--- src/ssp_pkg.sv ---
// Shared constants for the serial port: register map, field positions, sizes
package ssp_pkg;

    localparam int WORD_W = 16;
    localparam int CNT_W  = 5;
    localparam int ADDR_W = 8;
    localparam int DATA_W = 32;
    localparam int IRQ_W  = 3;
    localparam int DIV_W  = 8;

    // Register byte addresses
    localparam logic [ADDR_W-1:0] ADDR_BUF   = 8'h00;
    localparam logic [ADDR_W-1:0] ADDR_STAT  = 8'h04;
    localparam logic [ADDR_W-1:0] ADDR_CFG   = 8'h08;
    localparam logic [ADDR_W-1:0] ADDR_ISTS  = 8'h0c;
    localparam logic [ADDR_W-1:0] ADDR_IMASK = 8'h10;

    // Status and control register fields
    localparam int STAT_EN   = 15;
    localparam int STAT_SIDL = 13;
    localparam int STAT_ROV  = 6;
    localparam int STAT_TBF  = 1;
    localparam int STAT_RBF  = 0;

    // Configuration register fields
    localparam int CFG_MASTER = 0;

    // Interrupt status and mask fields
    localparam int IRQ_RX  = 0;
    localparam int IRQ_TX  = 1;
    localparam int IRQ_OVF = 2;

    // Clock rate and link timing
    localparam int CLK_HZ        = 50_000_000;
    localparam int SCK_HALF_NS   = 80;
    localparam int SCK_HALF_CYC  = (SCK_HALF_NS * (CLK_HZ / 1_000_000)) / 1000;

    localparam logic [CNT_W-1:0] CNT_FULL = 5'h10;
    localparam logic [CNT_W-1:0] CNT_LAST = 5'h0f;
    localparam logic [CNT_W-1:0] CNT_ONE  = 5'h01;
    localparam logic [DIV_W-1:0] DIV_ONE  = 8'h01;

endpackage : ssp_pkg

--- src/ssp_sync.sv ---
// Two flip-flop synchroniser for inputs from outside the clock domain
`timescale 1ns/1ps
module ssp_sync #(
    parameter int W = 1
) (
    input  wire logic         i_clk,    // System clock
    input  wire logic         i_rst_n,  // Synchronised reset, active low
    input  wire logic [W-1:0] i_async,  // Asynchronous inputs
    output logic      [W-1:0] o_sync    // Synchronised outputs
);

    typedef struct packed {
        logic [W-1:0] stage1;
        logic [W-1:0] stage2;
    } ssp_sync_s;

    ssp_sync_s s_reg;
    ssp_sync_s s_next;

    always_comb begin
        s_next        = s_reg;
        s_next.stage1 = i_async;
        s_next.stage2 = s_reg.stage1;
    end

    always_ff @(posedge i_clk or negedge i_rst_n) begin
        if (!i_rst_n) begin
            s_reg <= '0;
        end else begin
            s_reg <= s_next;
        end
    end

    assign o_sync = s_reg.stage2;

endmodule // ssp_sync

--- src/ssp_top.sv ---
// Serial port with 16-bit shift register, APB register access and interrupt
//
// Operation
// RULE1: Data moves through a 16-bit shift register with separate holding buffers toward software.
// RULE2: The link has serial in, serial out, shift clock and an active-low select.
// RULE3: As master the port drives the shift clock, as slave it takes the clock from outside.
// RULE4: Writing the buffer location loads the transmit buffer and sets tx_buffer_full.
// RULE5: Moving the transmit word into the shift register clears tx_buffer_full.
// RULE6: A word that completes while the receive buffer is unread is dropped and sets rx_overflow.
`timescale 1ns/1ps
module ssp_top
    import ssp_pkg::*;
#(
    parameter logic [ssp_pkg::DIV_W-1:0] DIV_HALF = ssp_pkg::DIV_W'(ssp_pkg::SCK_HALF_CYC)
) (
    input  wire logic                        I_CLK,        // System clock, 50 MHz
    input  wire logic                        I_ARST_N,     // Asynchronous reset, active low
    input  wire logic                        I_PSEL,       // APB select
    input  wire logic                        I_PENABLE,    // APB enable
    input  wire logic                        I_PWRITE,     // APB direction
    input  wire logic [ssp_pkg::ADDR_W-1:0]  I_PADDR,      // APB byte address
    input  wire logic [ssp_pkg::DATA_W-1:0]  I_PWDATA,     // APB write data
    output logic      [ssp_pkg::DATA_W-1:0]  O_PRDATA,     // APB read data
    output logic                             O_PREADY,     // APB ready
    output logic                             O_PSLVERR,    // APB error, unmapped address
    input  wire logic                        I_IDLE,       // Device idle mode request
    input  wire logic                        I_SDI,        // Serial data in pin
    output logic                             O_SDO,        // Serial data out pin
    output logic                             O_SDO_OE_N,   // Data out enable, low drives
    input  wire logic                        I_SCK,        // Shift clock pin, input side
    output logic                             O_SCK,        // Shift clock pin, output side
    output logic                             O_SCK_OE_N,   // Shift clock enable, low drives
    input  wire logic                        I_SS_N,       // Select pin, active low
    output logic                             O_IRQ         // Interrupt, active high level
);

    typedef struct packed {
        logic              en;
        logic              sidl;
        logic              master;
        logic [WORD_W-1:0] txb;
        logic [WORD_W-1:0] rxb;
        logic [WORD_W-1:0] sr;
        logic              tbf;
        logic              rbf;
        logic              rov;
        logic [IRQ_W-1:0]  ists;
        logic [IRQ_W-1:0]  imask;
        logic              irq;
        logic              busy;
        logic [CNT_W-1:0]  cnt;
        logic [DIV_W-1:0]  div;
        logic              sck_out;
        logic              sck_prev;
        logic              sdo;
        logic              sdo_oe_n;
        logic              sck_oe_n;
        logic              pready;
        logic              pslverr;
        logic [DATA_W-1:0] prdata;
    } ssp_state_s;

    // Pin enables reset high so nothing is driven until the port is enabled
    localparam ssp_state_s RST_STATE = '{sdo_oe_n: 1'b1, sck_oe_n: 1'b1, default: '0};

    ////////////////////////////////////////////////////////////////////////////
    // Reset release and pin synchronisation

    logic [1:0] rst_sync_reg;
    logic       rst_n;
    logic [2:0] pins_sync;
    logic       sck_in;
    logic       sdi_in;
    logic       ss_n_in;

    // Reset asserts at once and releases two edges after the pin
    always_ff @(posedge I_CLK or negedge I_ARST_N) begin
        if (!I_ARST_N) begin
            rst_sync_reg <= 2'h0;
        end else begin
            rst_sync_reg <= {rst_sync_reg[0], 1'b1};
        end
    end

    assign rst_n = rst_sync_reg[1];

    // Link pins cross into the clock domain before any logic reads them
    ssp_sync #(
        .W (3)
    ) u_pin_sync (
        .i_clk   (I_CLK),
        .i_rst_n (rst_n),
        .i_async ({I_SCK, I_SDI, I_SS_N}),
        .o_sync  (pins_sync)
    );

    assign sck_in  = pins_sync[2];
    assign sdi_in  = pins_sync[1];
    assign ss_n_in = pins_sync[0];

    ////////////////////////////////////////////////////////////////////////////
    // Next state

    ssp_state_s s_reg;
    ssp_state_s s_next;

    always_comb begin
        logic              acc;
        logic              done_xfer;
        logic              hit;
        logic              run;
        logic              tick;
        logic              rise;
        logic              fall;
        logic              word_done;
        logic [WORD_W-1:0] word;
        logic [DATA_W-1:0] rdata;

        s_next    = s_reg;
        word_done = 1'b0;
        word      = '0;
        rdata     = '0;
        hit       = 1'b1;
        tick      = 1'b0;
        acc       = 1'b0;
        done_xfer = 1'b0;
        run       = 1'b0;
        rise      = 1'b0;
        fall      = 1'b0;

        // APB: one wait cycle, effects at the edge that samples ready
        acc       = I_PSEL && I_PENABLE && !s_reg.pready;
        done_xfer = I_PSEL && I_PENABLE && s_reg.pready;

        if (I_PADDR == ADDR_BUF) begin
            rdata[WORD_W-1:0] = s_reg.rxb;
        end else if (I_PADDR == ADDR_STAT) begin
            rdata[STAT_EN]   = s_reg.en;
            rdata[STAT_SIDL] = s_reg.sidl;
            rdata[STAT_ROV]  = s_reg.rov;
            rdata[STAT_TBF]  = s_reg.tbf;
            rdata[STAT_RBF]  = s_reg.rbf;
        end else if (I_PADDR == ADDR_CFG) begin
            rdata[CFG_MASTER] = s_reg.master;
        end else if (I_PADDR == ADDR_ISTS) begin
            rdata[IRQ_W-1:0] = s_reg.ists;
        end else if (I_PADDR == ADDR_IMASK) begin
            rdata[IRQ_W-1:0] = s_reg.imask;
        end else begin
            hit = 1'b0;
        end

        s_next.pready  = acc;
        s_next.pslverr = acc && !hit;
        s_next.prdata  = (acc && hit && !I_PWRITE) ? rdata : '0;

        // Software clears and control writes come first so hardware sets win
        if (done_xfer && hit) begin
            if (!I_PWRITE) begin
                if (I_PADDR == ADDR_BUF) begin
                    s_next.rbf = 1'b0;
                end
            end else if (I_PADDR == ADDR_STAT) begin
                s_next.en   = I_PWDATA[STAT_EN];
                s_next.sidl = I_PWDATA[STAT_SIDL];
                if (I_PWDATA[STAT_ROV]) begin
                    s_next.rov = 1'b0;
                end
            end else if (I_PADDR == ADDR_CFG) begin
                s_next.master = I_PWDATA[CFG_MASTER];
            end else if (I_PADDR == ADDR_ISTS) begin
                s_next.ists = s_reg.ists & ~I_PWDATA[IRQ_W-1:0];
            end else if (I_PADDR == ADDR_IMASK) begin
                s_next.imask = I_PWDATA[IRQ_W-1:0];
            end
        end

        // Shift engine
        run             = s_reg.en && !(s_reg.sidl && I_IDLE);
        rise            = sck_in && !s_reg.sck_prev;
        fall            = !sck_in && s_reg.sck_prev;
        s_next.sck_prev = sck_in;

        // Divider gives one tick per half period of the shift clock
        if (s_reg.div >= DIV_HALF - DIV_ONE) begin
            s_next.div = '0;
            tick       = 1'b1;
        end else begin
            s_next.div = s_reg.div + DIV_ONE;
        end

        if (!run) begin
            s_next.busy    = 1'b0;
            s_next.cnt     = '0;
            s_next.sck_out = 1'b0;
            s_next.div     = '0;
        end else if (s_reg.master) begin
            // Master: clock and data paced by the divider tick
            if (!s_reg.busy) begin
                s_next.div = '0;
                if (s_reg.tbf) begin
                    s_next.sr   = s_reg.txb;                            // RULE5
                    s_next.sdo  = s_reg.txb[WORD_W-1];
                    s_next.tbf  = 1'b0;                                 // RULE5
                    s_next.busy = 1'b1;
                    s_next.cnt  = '0;
                    s_next.ists[IRQ_TX] = 1'b1;
                end
            end else if (tick) begin
                if (!s_reg.sck_out) begin
                    s_next.sck_out = 1'b1;                              // RULE3
                    s_next.sr      = {s_reg.sr[WORD_W-2:0], sdi_in};    // RULE1
                    s_next.cnt     = s_reg.cnt + CNT_ONE;
                end else begin
                    s_next.sck_out = 1'b0;                              // RULE3
                    s_next.sdo     = s_reg.sr[WORD_W-1];
                    if (s_reg.cnt == CNT_FULL) begin
                        s_next.busy = 1'b0;
                        s_next.cnt  = '0;
                        word_done   = 1'b1;
                        word        = s_reg.sr;
                    end
                end
            end
        end else begin
            // Slave: edges found on the synchronised pin clock
            s_next.sck_out = 1'b0;
            s_next.busy    = 1'b0;
            if (ss_n_in) begin
                s_next.cnt = '0;                                        // RULE2
            end else if (rise) begin
                s_next.sr  = {s_reg.sr[WORD_W-2:0], sdi_in};            // RULE1
                s_next.cnt = s_reg.cnt + CNT_ONE;
                if (s_reg.cnt == CNT_LAST) begin
                    s_next.cnt = '0;
                    word_done  = 1'b1;
                    word       = {s_reg.sr[WORD_W-2:0], sdi_in};
                end
            end else if (fall) begin
                s_next.sdo = s_reg.sr[WORD_W-1];
            end
            // A pending word is taken only on a word boundary
            if (s_reg.cnt == '0 && !rise && s_reg.tbf) begin
                s_next.sr   = s_reg.txb;                                // RULE5
                s_next.sdo  = s_reg.txb[WORD_W-1];
                s_next.tbf  = 1'b0;                                     // RULE5
                s_next.ists[IRQ_TX] = 1'b1;
            end
        end

        // Completed word goes to the receive buffer unless it is still unread
        if (word_done) begin
            if (s_next.rbf) begin
                s_next.rov           = 1'b1;                            // RULE6
                s_next.ists[IRQ_OVF] = 1'b1;
            end else begin
                s_next.rxb          = word;                             // RULE1
                s_next.rbf          = 1'b1;
                s_next.ists[IRQ_RX] = 1'b1;
            end
        end

        // Buffer write last: a fresh word stays pending after a same-cycle load
        if (done_xfer && hit && I_PWRITE && I_PADDR == ADDR_BUF) begin
            s_next.txb = I_PWDATA[WORD_W-1:0];                          // RULE4
            s_next.tbf = 1'b1;                                          // RULE4
        end

        // A released clock pin drops its level at once; enables follow the next state
        s_next.sck_oe_n = !(s_next.en && s_next.master);                // RULE3
        if (s_next.sck_oe_n) begin
            s_next.sck_out = 1'b0;                                      // RULE3
        end
        s_next.sdo_oe_n = !(s_next.en && (s_next.master || !ss_n_in));  // RULE2
        s_next.irq      = |(s_next.ists & s_next.imask);
    end

    ////////////////////////////////////////////////////////////////////////////
    // State register

    // Whole state in one register, reset by the internal copy
    always_ff @(posedge I_CLK or negedge rst_n) begin
        if (!rst_n) begin
            s_reg <= RST_STATE;
        end else begin
            s_reg <= s_next;
        end
    end

    ////////////////////////////////////////////////////////////////////////////
    // Outputs

    assign O_PRDATA   = s_reg.prdata;
    assign O_PREADY   = s_reg.pready;
    assign O_PSLVERR  = s_reg.pslverr;
    assign O_SDO      = s_reg.sdo;
    assign O_SDO_OE_N = s_reg.sdo_oe_n;
    assign O_SCK      = s_reg.sck_out;
    assign O_SCK_OE_N = s_reg.sck_oe_n;
    assign O_IRQ      = s_reg.irq;

endmodule // ssp_top

--- config.mk ---
export PLATFORM = sky130hd
export DESIGN_NAME = ssp_top
export DESIGN_NICKNAME = d
export VERILOG_FILES = /design/src/ssp_pkg.sv /design/src/ssp_sync.sv /design/src/ssp_top.sv
export SDC_FILE = /design/constraint.sdc
export NUM_CORES = 1
export LEC_CHECK = 0
export ABC_AREA = 1
export ABC_CLOCK_PERIOD_IN_PS = 4050
export BUFFER_PORTS_ARGS = -buffer_cell sky130_fd_sc_hd__clkbuf_2
export CAP_MARGIN = 0
export CORE_MARGIN = 2
export CORE_UTILIZATION = 52
export CTS_CLUSTER_DIAMETER = 50
export CTS_CLUSTER_SIZE = 20
export DETAILED_ROUTE_END_ITERATION = 8
export GPL_ROUTABILITY_DRIVEN = 0
export PLACE_DENSITY = 0.84
export SLEW_MARGIN = 20
export SYNTH_ARGS = -nofsm -noshare
export SYNTH_HDL_FRONTEND = slang
export SYNTH_SLANG_ARGS = --single-unit
--- constraint.sdc ---
create_clock -name I_CLK -period 4.05 [get_ports I_CLK]
set_input_delay 0.81 -clock I_CLK [delete_from_list [all_inputs] [get_ports I_CLK]]
set_output_delay 0.81 -clock I_CLK [all_outputs]
set_load 0.05 [all_outputs]
==> results of run 1 <==
report_power, final:
| group | leakage (nW) | internal, mW | total (mW) | switching [mW] |
|---|---|---|---|---|
| clock network | 0.104 | 0.250 | 0.665 | 0.415 |
| registers | 1.32 | 1.07 | 1.09 | 0.0168 |
| logic | 1.50 | 0.0219 | 0.103 | 0.0815 |
cell usage after synthesis, types with 4 or more instances:
cell / n
nand2_1: 144
dfrtp_1: 104
inv_1: 85
nor2_1: 63
a21oi_1: 39
buf_4: 37
nand3_1: 22
o21ai_0: 21
o22ai_1: 18
o21ai_2: 12
nor3_1: 11
o21ai_1: 7
clkbuf_1: 6
o211ai_1: 6
ha_1: 5
nand4_1: 5
nor2_2: 5
buf_2: 4
buf_6: 4
layout by cell type, fill, tap and decap left out, types with 2 or more instances in the layout:
cell and count:
nand3_1 22, o21ai_2 12, clkbuf_8 9, o22ai_1 18, a21oi_2 2, inv_1 85, nand3_2 3, ha_1 5
nand2_2 2, o21ai_1 7, inv_6 3, clkinv_8 2, nor2_4 3, dfstp_2 2, o211ai_1 6, nor2_1 63
nor2_2 5, o21ai_0 21, conb_1 23, a21oi_1 39, nor3_1 11, clkbuf_2 55, nand2_4 3, nand4_1 5
dfrtp_1 103, nand2_1 144, inv_8 2
layout make-up:
class / count / share of cell area (%)
Multi-Input combinational cell: 405 / 35.5
Inverter: 88 / 5.93
Clock inverter: 7 / 1.44
Timing Repair Buffer: 56 / 5.00
Sequential cell: 106 / 47.0
Clock buffer: 9 / 2.19
Tap cell: 133 / 2.94
kinds of logic after synthesis:
kind of cell | synth area share (%)
buffers and inverters | 13.3
other | 0.142
adder cells (fa/ha/maj) | 1.18
flip-flops | 50.3
AND/OR/NAND/NOR | 22.4
AO/OA/AOI/OAI | 12.7
metrics by stage:
step	std cells	power (mW)	area (um^2)	hold WS, ns	utilization (%)
2_1_floorplan	650	1.19	5360	0.331	-
3_3_place_gp	788	1.21	5450	0.335	55.5
3_5_place_dp	788	1.21	5450	0.335	55.5
4_1_cts	804	1.86	5650	0.185	57.6
5_1_grt	804	1.92	5650	0.183	57.6
6_report	804	1.85	5650	0.191	57.6
critical path, cell delays in order:
cell	delay (ns)
clkbuf_2	0.09
a21oi_2	0.49
inv_2	0.14
nor2_1	0.12
nand2_1	0.11
nor3_4	0.75
nor2_1	0.13
a21oi_1	0.17
how the worst min path moves through the flow:
stage,startpoint,to,slack [ns]
CTS,I_ARST_N,rst_sync_reg[1],0.19
floorplan,rst_sync_reg[0],rst_sync_reg[1],0.33
global route,I_ARST_N,rst_sync_reg[1],0.18
global placement,u_pin_sync.s_next[0],u_pin_sync.o_sync[0],0.34
detailed placement,rst_sync_reg[0],rst_sync_reg[1],0.33
finish,I_ARST_N,rst_sync_reg[1],0.19
layer usage:
metal / vias up / part of all wire (%) / global-route usage (%)
li1: 2013 / - / -
met1: 1916 / 45 / 24.7
met2: 116 / 48 / 30.4
met3: 17 / 6.0 / 3.87
met4: 0 / 1.7 / 6.76
met5: - / 0 / 0
==> impl_summary.md, run 1 <==
Routing
In this run, the number of DRC markers left after iteration 0 of detailed routing was 229. The final routed wire length divided by cell count is 12.7 um. After detailed routing, the number of remaining DRC violations is 0. The first TritonRoute pass finished after 6 iterations.

For this block, the routed nets add up to a little over 10,000 um of wire. The count of nets left with antenna violations once routing finished came out at 0. Summing over every cut layer, the via total after detailed routing is 4,062.

The post-detailed-route via-to-cell ratio is 5.05.

Clock network
The number of levels the H-tree was split into is 3. Clock tree synthesis inserted a total of 9 buffers. The clock-pin transition on the worst setup and hold timing paths is 0.11 ns. The post-CTS setup-driven buffer insertion count is 0. The post-cts sizing count is 0. After clock tree synthesis, the flow added hold-fix buffers numbering 0. The clock tree from TritonCTS is done. The root buffer selected by CTS is clkbuf_8.

Counting every sink on the clock net gives 106. The clock insertion delay at the later pin of the skew report is 0.38 ns. The clock passes through at most 2 buffers.

Cells and area
The register with the most flip-flops in the layout has between 70 and 80 of them. The filler cells instantiated in the layout total 882. Relative to the synthesized area, the layout overhead comes to 7.04%. The number of antenna repair diodes is 0.

The layout cell share with drive strength beyond 1 is 16.7%. The multi-input combinational cells in the finished layout cover a total of between 2000 and 2500 um^2. The area occupied by registers is 2660 um^2. The layout net count is 720.

Critical path
The worst reg2reg path endpoint is s_reg[78]. The biggest fanout along the worst timing path is 32. The critical path starts at I_IDLE. The critical path required time is 4.35 ns. The reg-to-reg startpoint is s_reg[113]. The endpoint arrival time on the critical path is 2.82 ns. The startpoint class of the critical path is a primary input. The worst setup path is captured at a flip-flop. The count of cells along the worst register-to-register path is 8. The critical path is of the in2reg type. The reg-to-reg setup timing slack is 1.58 ns. The worst setup path endpoint is s_reg[78].

Global routing
The first global-routing pass estimated 16,700 um of wire. The total overflow reported by the global router is 0. The number of global-route vias before repair is 3,677. The number of antenna violations at the first check in global routing is 0.

The overall global routing resource usage is a little under a fifth. The largest net degree at the start of global routing is 70.

Run status
The run finished with clean final reports.

Timing
The worst slew margin relative to its limit is 30.6%. The final sum of negative setup slack is 0 ns. At the pin with the least slew margin, the transition time is 1.04 ns. The total count of hold-check failures in the final report is 0.

Setup repair after global routing left no endpoint under its margin. The maximum frequency from static timing analysis is a little under 400 MHz. For the finished layout, the period the worst path requires is ~2.5 ns. The final setup skew is 0.00989 ns. In the post-route analysis, the smallest setup slack over all paths is 1.53 ns. The worst path uses 62.1% of the clock period.

The final-report setup violation count is 0. The count of pins over their slew limit is 0.

Job
The number of maximum-capacitance constraint violations is 0.

Logic synthesis
After synthesis the netlist holds a flip-flop and latch count of 106. The average instance in the mapped netlist occupies 8.40 um^2. After synthesis, the largest area contributor takes up 49.3% of total cell area. The sequential element share of the synthesized area is between 50% and 60%.

In the post-synthesis netlist, the biggest area contributors are dfrtp_1 (49%), nand2_1 (10%), inv_1 (6.0%), buf_4 (5.3%), nor2_1 (4.5%). The number of flops mapped to enable cells by yosys is 0. The cell area after technology mapping is approximately 5300 um^2. The share of synthesized registers carrying an async set or reset is 100%. The number of different library cells in the post-synthesis netlist is 40. The number of warning messages in the yosys log is 0. In the synthesized netlist the dominant register cell turns out to be dfrtp_1. Counting every instance in the synthesized netlist gives 629.

dfrtp_1 takes more of the synthesized area than any other cell.

Floorplan
The floorplan row count is 36. The floorplan step defined a core boundary enclosing 9820 um^2. The horizontal die dimension is 105 um. The chip height is 105 um. The starting density of the core is 53.8%. The full die area is between 10,000 and 15,000 um^2.

88 I/O pins were placed.

Worst hold path
The class of the most critical hold timing path is in2async.

Placed design
After legalization and detailed placement, the total HPWL measured 7330 um. Before CTS, the worst setup slack after placement is 1.16 ns. The number of input and output port buffers inserted is 55.

Power
Dividing total power by cell area gives a power density of 328 nW/um^2. IR analysis of the VDD net gives a maximum drop of approximately 0.22 mV. The leakage power total is 2.92 nW.
Power figures use the tool's default switching activity.
==> inputs of run 2 (changes only) <==
- ABC_AREA: 1 -> 0
- ABC_CLOCK_PERIOD_IN_PS: 4050 -> 2500
- clock period: 4.05 -> 2.5 ns (I/O delays scaled with it)
==> impl_summary.md, run 2 <==
Routing
The post-route DRC violation count is 0. The number of optimization iterations in the first detailed-route pass is 5. The total number of vias is 3,345.

Once detail routing completed, the nets flagged for antenna violations numbered 0. The first-iteration detailed-routing DRC count is around 200. The post-detailed-route via-to-cell ratio is 5.41.

The aggregate routed wire length is 9660 um. The final routed wire length divided by cell count is about 16 um.

Clock network
In this run the number of H-tree levels came out at 3. Counting every sink on the clock net gives 106. After clock tree synthesis, the repair step resized 0 gates.

The root buffer selected by CTS is clkbuf_8. The clock tree from TritonCTS is done. TritonCTS created 9 clock buffers. The clock-pin transition on the worst setup and hold timing paths is around 0.1 ns.

The clock tree buffer depth is 2. Clock latency on the worst-skew pair, taken at its later pin, is 0.37 ns.

Floorplan
The floorplan step set the die height to 102 um. The area of the placeable core is about 9000 um^2. Once the floorplan was initialized, standard cells occupied ~54% of the core.

Measured along the x axis, the die boundary spans 102 um. The full die area is a little over 10,000 um^2. The floorplan has 35 rows. In this run the count of I/O pins placed on the die edge is 88.

Logic synthesis
In the synthesized netlist the dominant register cell turns out to be dfrtp_1. The mean area per synthesized cell is approximately 11 um^2. The cell area after technology mapping is 4940 um^2. Synthesis inferred 106 register bits. By area the synthesized netlist is led by dfrtp_1 (53%), buf_4 (4.9%), mux2i_1 (4.0%), a22oi_1 (3.0%), mux2_4 (2.7%). Synthesis handed over a netlist of 430 instances. In the synthesized netlist, the cells that appear most often are dfrtp_1 (104), nand2_1 (35), buf_4 (32), nor2_1 (32).

In the synthesized netlist the async set-or-reset flop fraction comes to 100%. The number of warning messages in the yosys log is 0. The fraction of synthesized cell area taken by the top area cell type is 52.6%. The sequential element share of the synthesized area is between 50 and 60%. The netlist uses 64 different library cells. The biggest area contributor in the post-synthesis netlist is dfrtp_1. In the post-synthesis netlist, the cell with the most instances is dfrtp_1.

The synthesized design contains 0 enable-type register cells.

Global routing
The total overflow left after global routing is 0. Entering global routing, the biggest net connects 65 pins. The number of antenna violations at the first check in global routing is 0. The number of global-route vias before repair came to 3,195. The first global-routing pass estimated between 15,000 and 20,000 um of wire. Global routing consumed, over all layers together, 19.3% of the routing resources.

Worst hold path
The path class of the tightest hold or removal check is in2reg.

Critical path
The endpoint arrival time on the critical path is 2.62 ns. Of all nets on the critical path, the largest fanout is 17. On the worst path, the slowest cell contributes a delay of 0.59 ns.

The slowest stage of the critical path is the nor4b_2 cell. By instance count, the cell type seen most on the critical path is ha_1. The critical path in this run is classified as reg2reg. The worst setup path is captured at a flip-flop.

Data on the critical path is required at its endpoint by 2.74 ns. The worst setup path is launched from a flip-flop. Walking the worst path, the cells encountered are ha_1 > nand3_1 > inv_1 > ha_1 > nor4b_2 > o211ai_2 > nand2_1 > o21ai_1.

Power
Of the total power, combinational logic draws 6.0%. The clock power share is 34.5%. The leakage power total is 2.52 nW. The worst IR drop on VDD is 0.276 mV.

The sequential power share is 59.6%. After layout, the design draws a total of a little under 3 mW. The internal power contribution is 2.19 mW. In this run the power spent charging and discharging nets is 0.759 mW. In this run switching power makes up 25.7% of total power. In this run the power density over the cells is 536 nW/um^2.

Timing
Setup repair after global routing left no endpoint under its margin. In this run the tightest slew margin relative to its limit is 52.3%. The maximum frequency from static timing analysis is between 400 and 500 MHz.

Setup violations remaining at the end of the flow were counted as 0. The count of pins over their slew limit came to 0. Counting I/O delays and the setup requirement, the final critical path takes approximately 2.4 ns. The total count of hold-check failures in the final report is 0.

The final setup skew is 0.0132 ns. The final sum of negative setup slack is 0 ns. The final worst-path setup slack is about 0.12 ns. The worst path uses roughly 95% of the clock period. At the pin with the least slew margin, the transition time is a little over 0.7 ns.

Cells and area
The final non-filler cell area is 5510 um^2. The register with the most flip-flops in the layout has between 70 and 80 of them. 0 antenna diodes ended up in the layout. The area growth from synthesis to final layout is 11.3%. After the last flow step, the layout net total stands at 538. The layout cell share with drive strength beyond 1 is 27.6%. The most common cell after layout, fill and taps aside is dfrtp_1. The filler cells instantiated in the layout total 732. Leaving out fill and tap cells, the most frequent cells in the layout are dfrtp_1 (103), clkbuf_2 (56), nand2_1 (35), nor2_1 (32), conb_1 (23). The final core utilization is 59.6%.

Placed design
The worst setup slack after placement is 0.00235 ns. Once detailed placement completed, the half-perimeter wirelength came to around 7000 um. The cell area reported after detailed placement is about 5300 um^2. The number of input and output port buffers inserted is 55.

Run status
The run finished with clean final reports.

Job
The tool flagged a number of max-cap violations equal to 0.
[run 2: cell count changes in the layout (fill, tap and decap cells not counted), sizes merged, moves of 21 or more]
cell / before / now
nor2: 72 / 33
a21oi: 42 / 20
inv: 91 / 14
nand2: 150 / 35
mux2: 0 / 21
[run 2: through the flow]
step	hold WS (ns)	cells
6_report	0.234	618
5_1_grt	0.207	618
4_1_cts	0.218	616
3_5_place_dp	0.289	599
3_3_place_gp	0.287	599
2_1_floorplan	0.204	451
[run 2: final timing paths]
check	from	to	slack [ns]	cells after the start
min reg2reg	rst_sync_reg[1]	s_reg[107]	0.32	0
max in group asynchronous	rst_sync_reg[1]	s_reg[111]	1.47	1
max reg2reg	s_reg[47]	s_reg[86]	0.12	8
max	s_reg[47]	s_reg[86]	0.12	8
min	I_SDI	u_pin_sync.s_next[1]	0.23	1
min in group asynchronous	rst_sync_reg[1]	s_reg[107]	0.32	0
[run 2: cell families after synthesis]
group           share of synthesized area, %
mux                                     9.97
xor+xnor                               0.177
simple gates                            14.1
compound gates                          12.7
other cells                            0.152
flops                                   53.7
fa+ha+maj                               1.27
buf+inv                                 7.92
[run 2: power groups by stage]
| stage | registers, mW | logic [mW] | clock network (mW) |
|---|---|---|---|
| floorplan | 1.80 | 0.119 | 0 |
| global placement | 1.79 | 0.170 | 0 |
| detailed placement | 1.79 | 0.175 | 0 |
| CTS | 1.76 | 0.177 | 1.04 |
| global route | 1.76 | 0.193 | 1.11 |
| finish | 1.76 | 0.176 | 1.02 |
[run 2: per-layer routing]
metal	share of wire [%]	global-route usage [%]	up-vias
li1	-	-	1565
met1	43	26.0	1627
met2	48	29.6	128
met3	6.5	4.76	25
met4	3.0	9.04	0
met5	0	0	-
[run 2: worst max-delay path, delay by kind of cell (launching register included)]
family                   cells  cell delay [ns]
AO/OA/AOI/OAI                2             0.52
adder cells (fa/ha/maj)      2             0.37
buffers and inverters        1             0.08
flip-flops                   1             0.40
AND/OR/NAND/NOR              3             0.89
[run 2: what timing repair did]
item                       in CTS  in global routing
hold endpoints to repair        2                  0
hold buffers                    1                  0
setup endpoints to repair       0                  1
buffers inserted                0                  0
[run 2: layout make-up]
type	count	area (um^2)	area share, %
clock buffer	10	138	2.50
sequential	106	2660	48.3
timing repair buffer	72	453	8.23
tap	129	161	2.93
multi-input combinational	285	2000	36.4
clock inverter	6	55.1	1.00
inverter	10	37.5	0.682
==> inputs of run 3 (changes only) <==
- CELL_PAD_IN_SITES_DETAIL_PLACEMENT: unset -> 0
- CELL_PAD_IN_SITES_GLOBAL_PLACEMENT: unset -> 1
- CORE_UTILIZATION: 52 -> 44
- PLACE_DENSITY: 0.84 -> 0.88
==> impl_summary.md, run 3 (same netlist as run 2, synthesis figures left out) <==
Timing
Headroom to the max-slew limit came out at around 51%. The final setup skew is approximately 0.013 ns. Summed over all failing endpoints, the final setup total negative slack is 0 ns. The final-report setup violation count is 0. Setup repair after global routing left no endpoint under its margin. The maximum frequency from static timing analysis is 435 MHz. The total count of hold-check failures in the final report was 0. The shortest clock period the worst path allows after layout is between 2 and 2.5 ns. The final worst-path cycle share is 91.9%.

At the pin with the least slew margin, the transition time is between 0.7 and 0.8 ns. The count of pins over their slew limit is 0.

Routing
The total number of vias is 3,274. The pre-antenna-repair detailed-routing pass consisted of 4 iterations. Once detail routing completed, the nets flagged for antenna violations numbered 0.

The detailed router finished its first iteration with between 150 and 200 violations. The post-route DRC violation count is 0. In the final routed layout, each cell accounts on average for 15.5 um. The routed design has 9770 um of wire.

The post-detailed-route via-to-cell ratio is 5.20.

Worst hold path
The worst hold path begins at I_SDI. The path with the worst hold slack has its endpoint at u_pin_sync.s_next[1]. The worst hold path stage count is 1. The path class of the tightest hold or removal check is in2reg.

Floorplan
Row generation in the floorplan step produced 38 rows. The area of the placeable core is 10,900 um^2. The horizontal die dimension is 110 um.

The die covers 12,100 um^2. The chip height is 110 um. 88 I/O pins were placed. The starting density of the core is 45.4%.

Cells and area
The area occupied by registers is roughly 2700 um^2. The layout net count is 539. The layout cell share with drive strength beyond 1 is roughly 28%. The filler cells instantiated in the layout total 983. The most common cell after layout, fill and taps aside is dfrtp_1. Compared with the post-synthesis result, the final layout area differs by 11.9%. Once layout is complete, the cells apart from fillers number 630. The flip-flop count of the largest register after layout is 75. The top cell types in the final layout, fill and taps aside, are dfrtp_1 (103), clkbuf_2 (56), nand2_1 (35), nor2_1 (32), conb_1 (23). The number of antenna repair diodes is 0. The total area of multi-input combinational cells is 2020 um^2.

Clock network
For the worst-skew pair, the clock arrives at the later sink with an insertion delay of roughly 0.38 ns. The H-tree was split into 3 levels. The clock net in this run drives a total of 106 sinks. Counting the buffers created by CTS gives 9.

The clock tree from TritonCTS is done. The tree is rooted in a clkbuf_8. The clock-pin transition on the worst setup and hold timing paths is 0.10 ns. The clock passes through at most 2 buffers.

Global routing
The overall global routing resource usage is ~17%. The largest net degree at the start of global routing is 54. After global routing, the most crowded layer is met2. The met2 capacity usage during global routing is 26.0%. The met3 track demand over resource is 4.12%.

The number of global-route vias before repair came to 3,156. The total overflow reported by the global router is 0. The number of antenna violations at the first check in global routing came to 0.

The first global-routing pass estimated 15,500 um of wire. Global routing consumed, on the met1 layer, 23.3% of the routing resources.

Critical path
The count of cells along the worst register-to-register path is 7. The biggest fanout along the worst timing path is 17. STA classifies the critical path endpoint as a flip-flop.

STA puts the critical path data arrival time at 2.62 ns. The worst reg2reg path endpoint is O_IRQ. The setup path with the least slack is of type reg2reg. The reg-to-reg startpoint is s_reg[111]. The startpoint class of the critical path is a flip-flop. The reg-to-reg setup timing slack is just over 0.2 ns.

The critical path required time is around 2.8 ns.

Placed design
Including well taps, the total number of placed cells is 611. During placement, the flow inserted port buffers numbering 55. The HPWL after detailed placement is 6950 um.

Run status
The flow ran to the end, and the final reports show no timing, DRC or antenna violations.

Power
The worst IR drop on VDD is 0.263 mV. The design draws 2.91 mW. The power density over the cells is approximately 530 nW/um^2. The analysis attributes to cell leakage a power of approximately 2.5 nW.

Job
Max-cap violations in this run came to 0.
-- run 3: cell types whose count changed in the layout (fill, tap and decap cells not counted), sizes merged --
cell      before  now
buf           15   16
clkinvlp       0    1
inv           14   13
-- run 3: report_power, final --
part	switching [mW]	internal, mW	total [mW]
Combinational	0.126	0.0479	0.174
Clock	0.603	0.374	0.976
Sequential	0.0283	1.73	1.76
-- run 3: final cells by class --
cell class,count,area share [%]
Clock buffer,10,2.31
Clock inverter,6,0.859
Inverter,10,0.678
Multi-Input combinational cell,285,36.4
Sequential cell,106,48.0
Tap cell,140,3.16
Timing Repair Buffer,73,8.54
-- run 3: how the worst max path moves through the flow --
| stage | from | endpoint |
|---|---|---|
| after floorplan | I_PADDR[0] | s_reg[101] |
| after global placement | I_PADDR[0] | O_IRQ |
| after detailed placement | I_PADDR[0] | O_IRQ |
| after CTS | s_reg[39] | O_IRQ |
| after global routing | s_reg[111] | O_IRQ |
| final | s_reg[111] | O_IRQ |
-- run 3: per-stage QoR --
stage / util [%] / setup slack (ns) / hold slack (ns) / area, um^2
4_1_cts: 50.6 / 0.0242 / 0.202 / 5500
3_5_place_dp: 48.9 / -0.0288 / 0.289 / 5320
5_1_grt: 50.8 / 0.0520 / 0.210 / 5540
2_1_floorplan: - / 0.158 / 0.204 / 5020
6_report: 50.8 / 0.202 / 0.224 / 5540
3_3_place_gp: 48.9 / 0.0134 / 0.286 / 5320
-- run 3: worst max-delay path: stages (launching register included) --
cell      delay, ns
dfrtp_1        0.67
buf_4          0.22
nand3_1        0.08
a211oi_2       0.49
buf_4          0.31
o21ai_2        0.10
o21ai_2        0.20
a221o_1        0.16
-- run 3: repair_timing --
| action | in CTS | in global routing |
|---|---|---|
| hold buffers | 1 | 0 |
| endpoints found under the hold margin | 2 | 0 |
| buffers inserted | 0 | 0 |
| endpoints found under the setup margin | 0 | 5 |
| resized for setup | 0 | 2 |
-- run 3: layer usage --
| metal | part of all wire (%) | up-vias | routed length [um] |
|---|---|---|---|
| met5 | 0 | - | 0 |
| met4 | 1.3 | 0 | 127 |
| met3 | 4.4 | 9 | 434 |
| met2 | 47 | 69 | 4600 |
| met1 | 47 | 1621 | 4610 |
| li1 | - | 1575 | - |
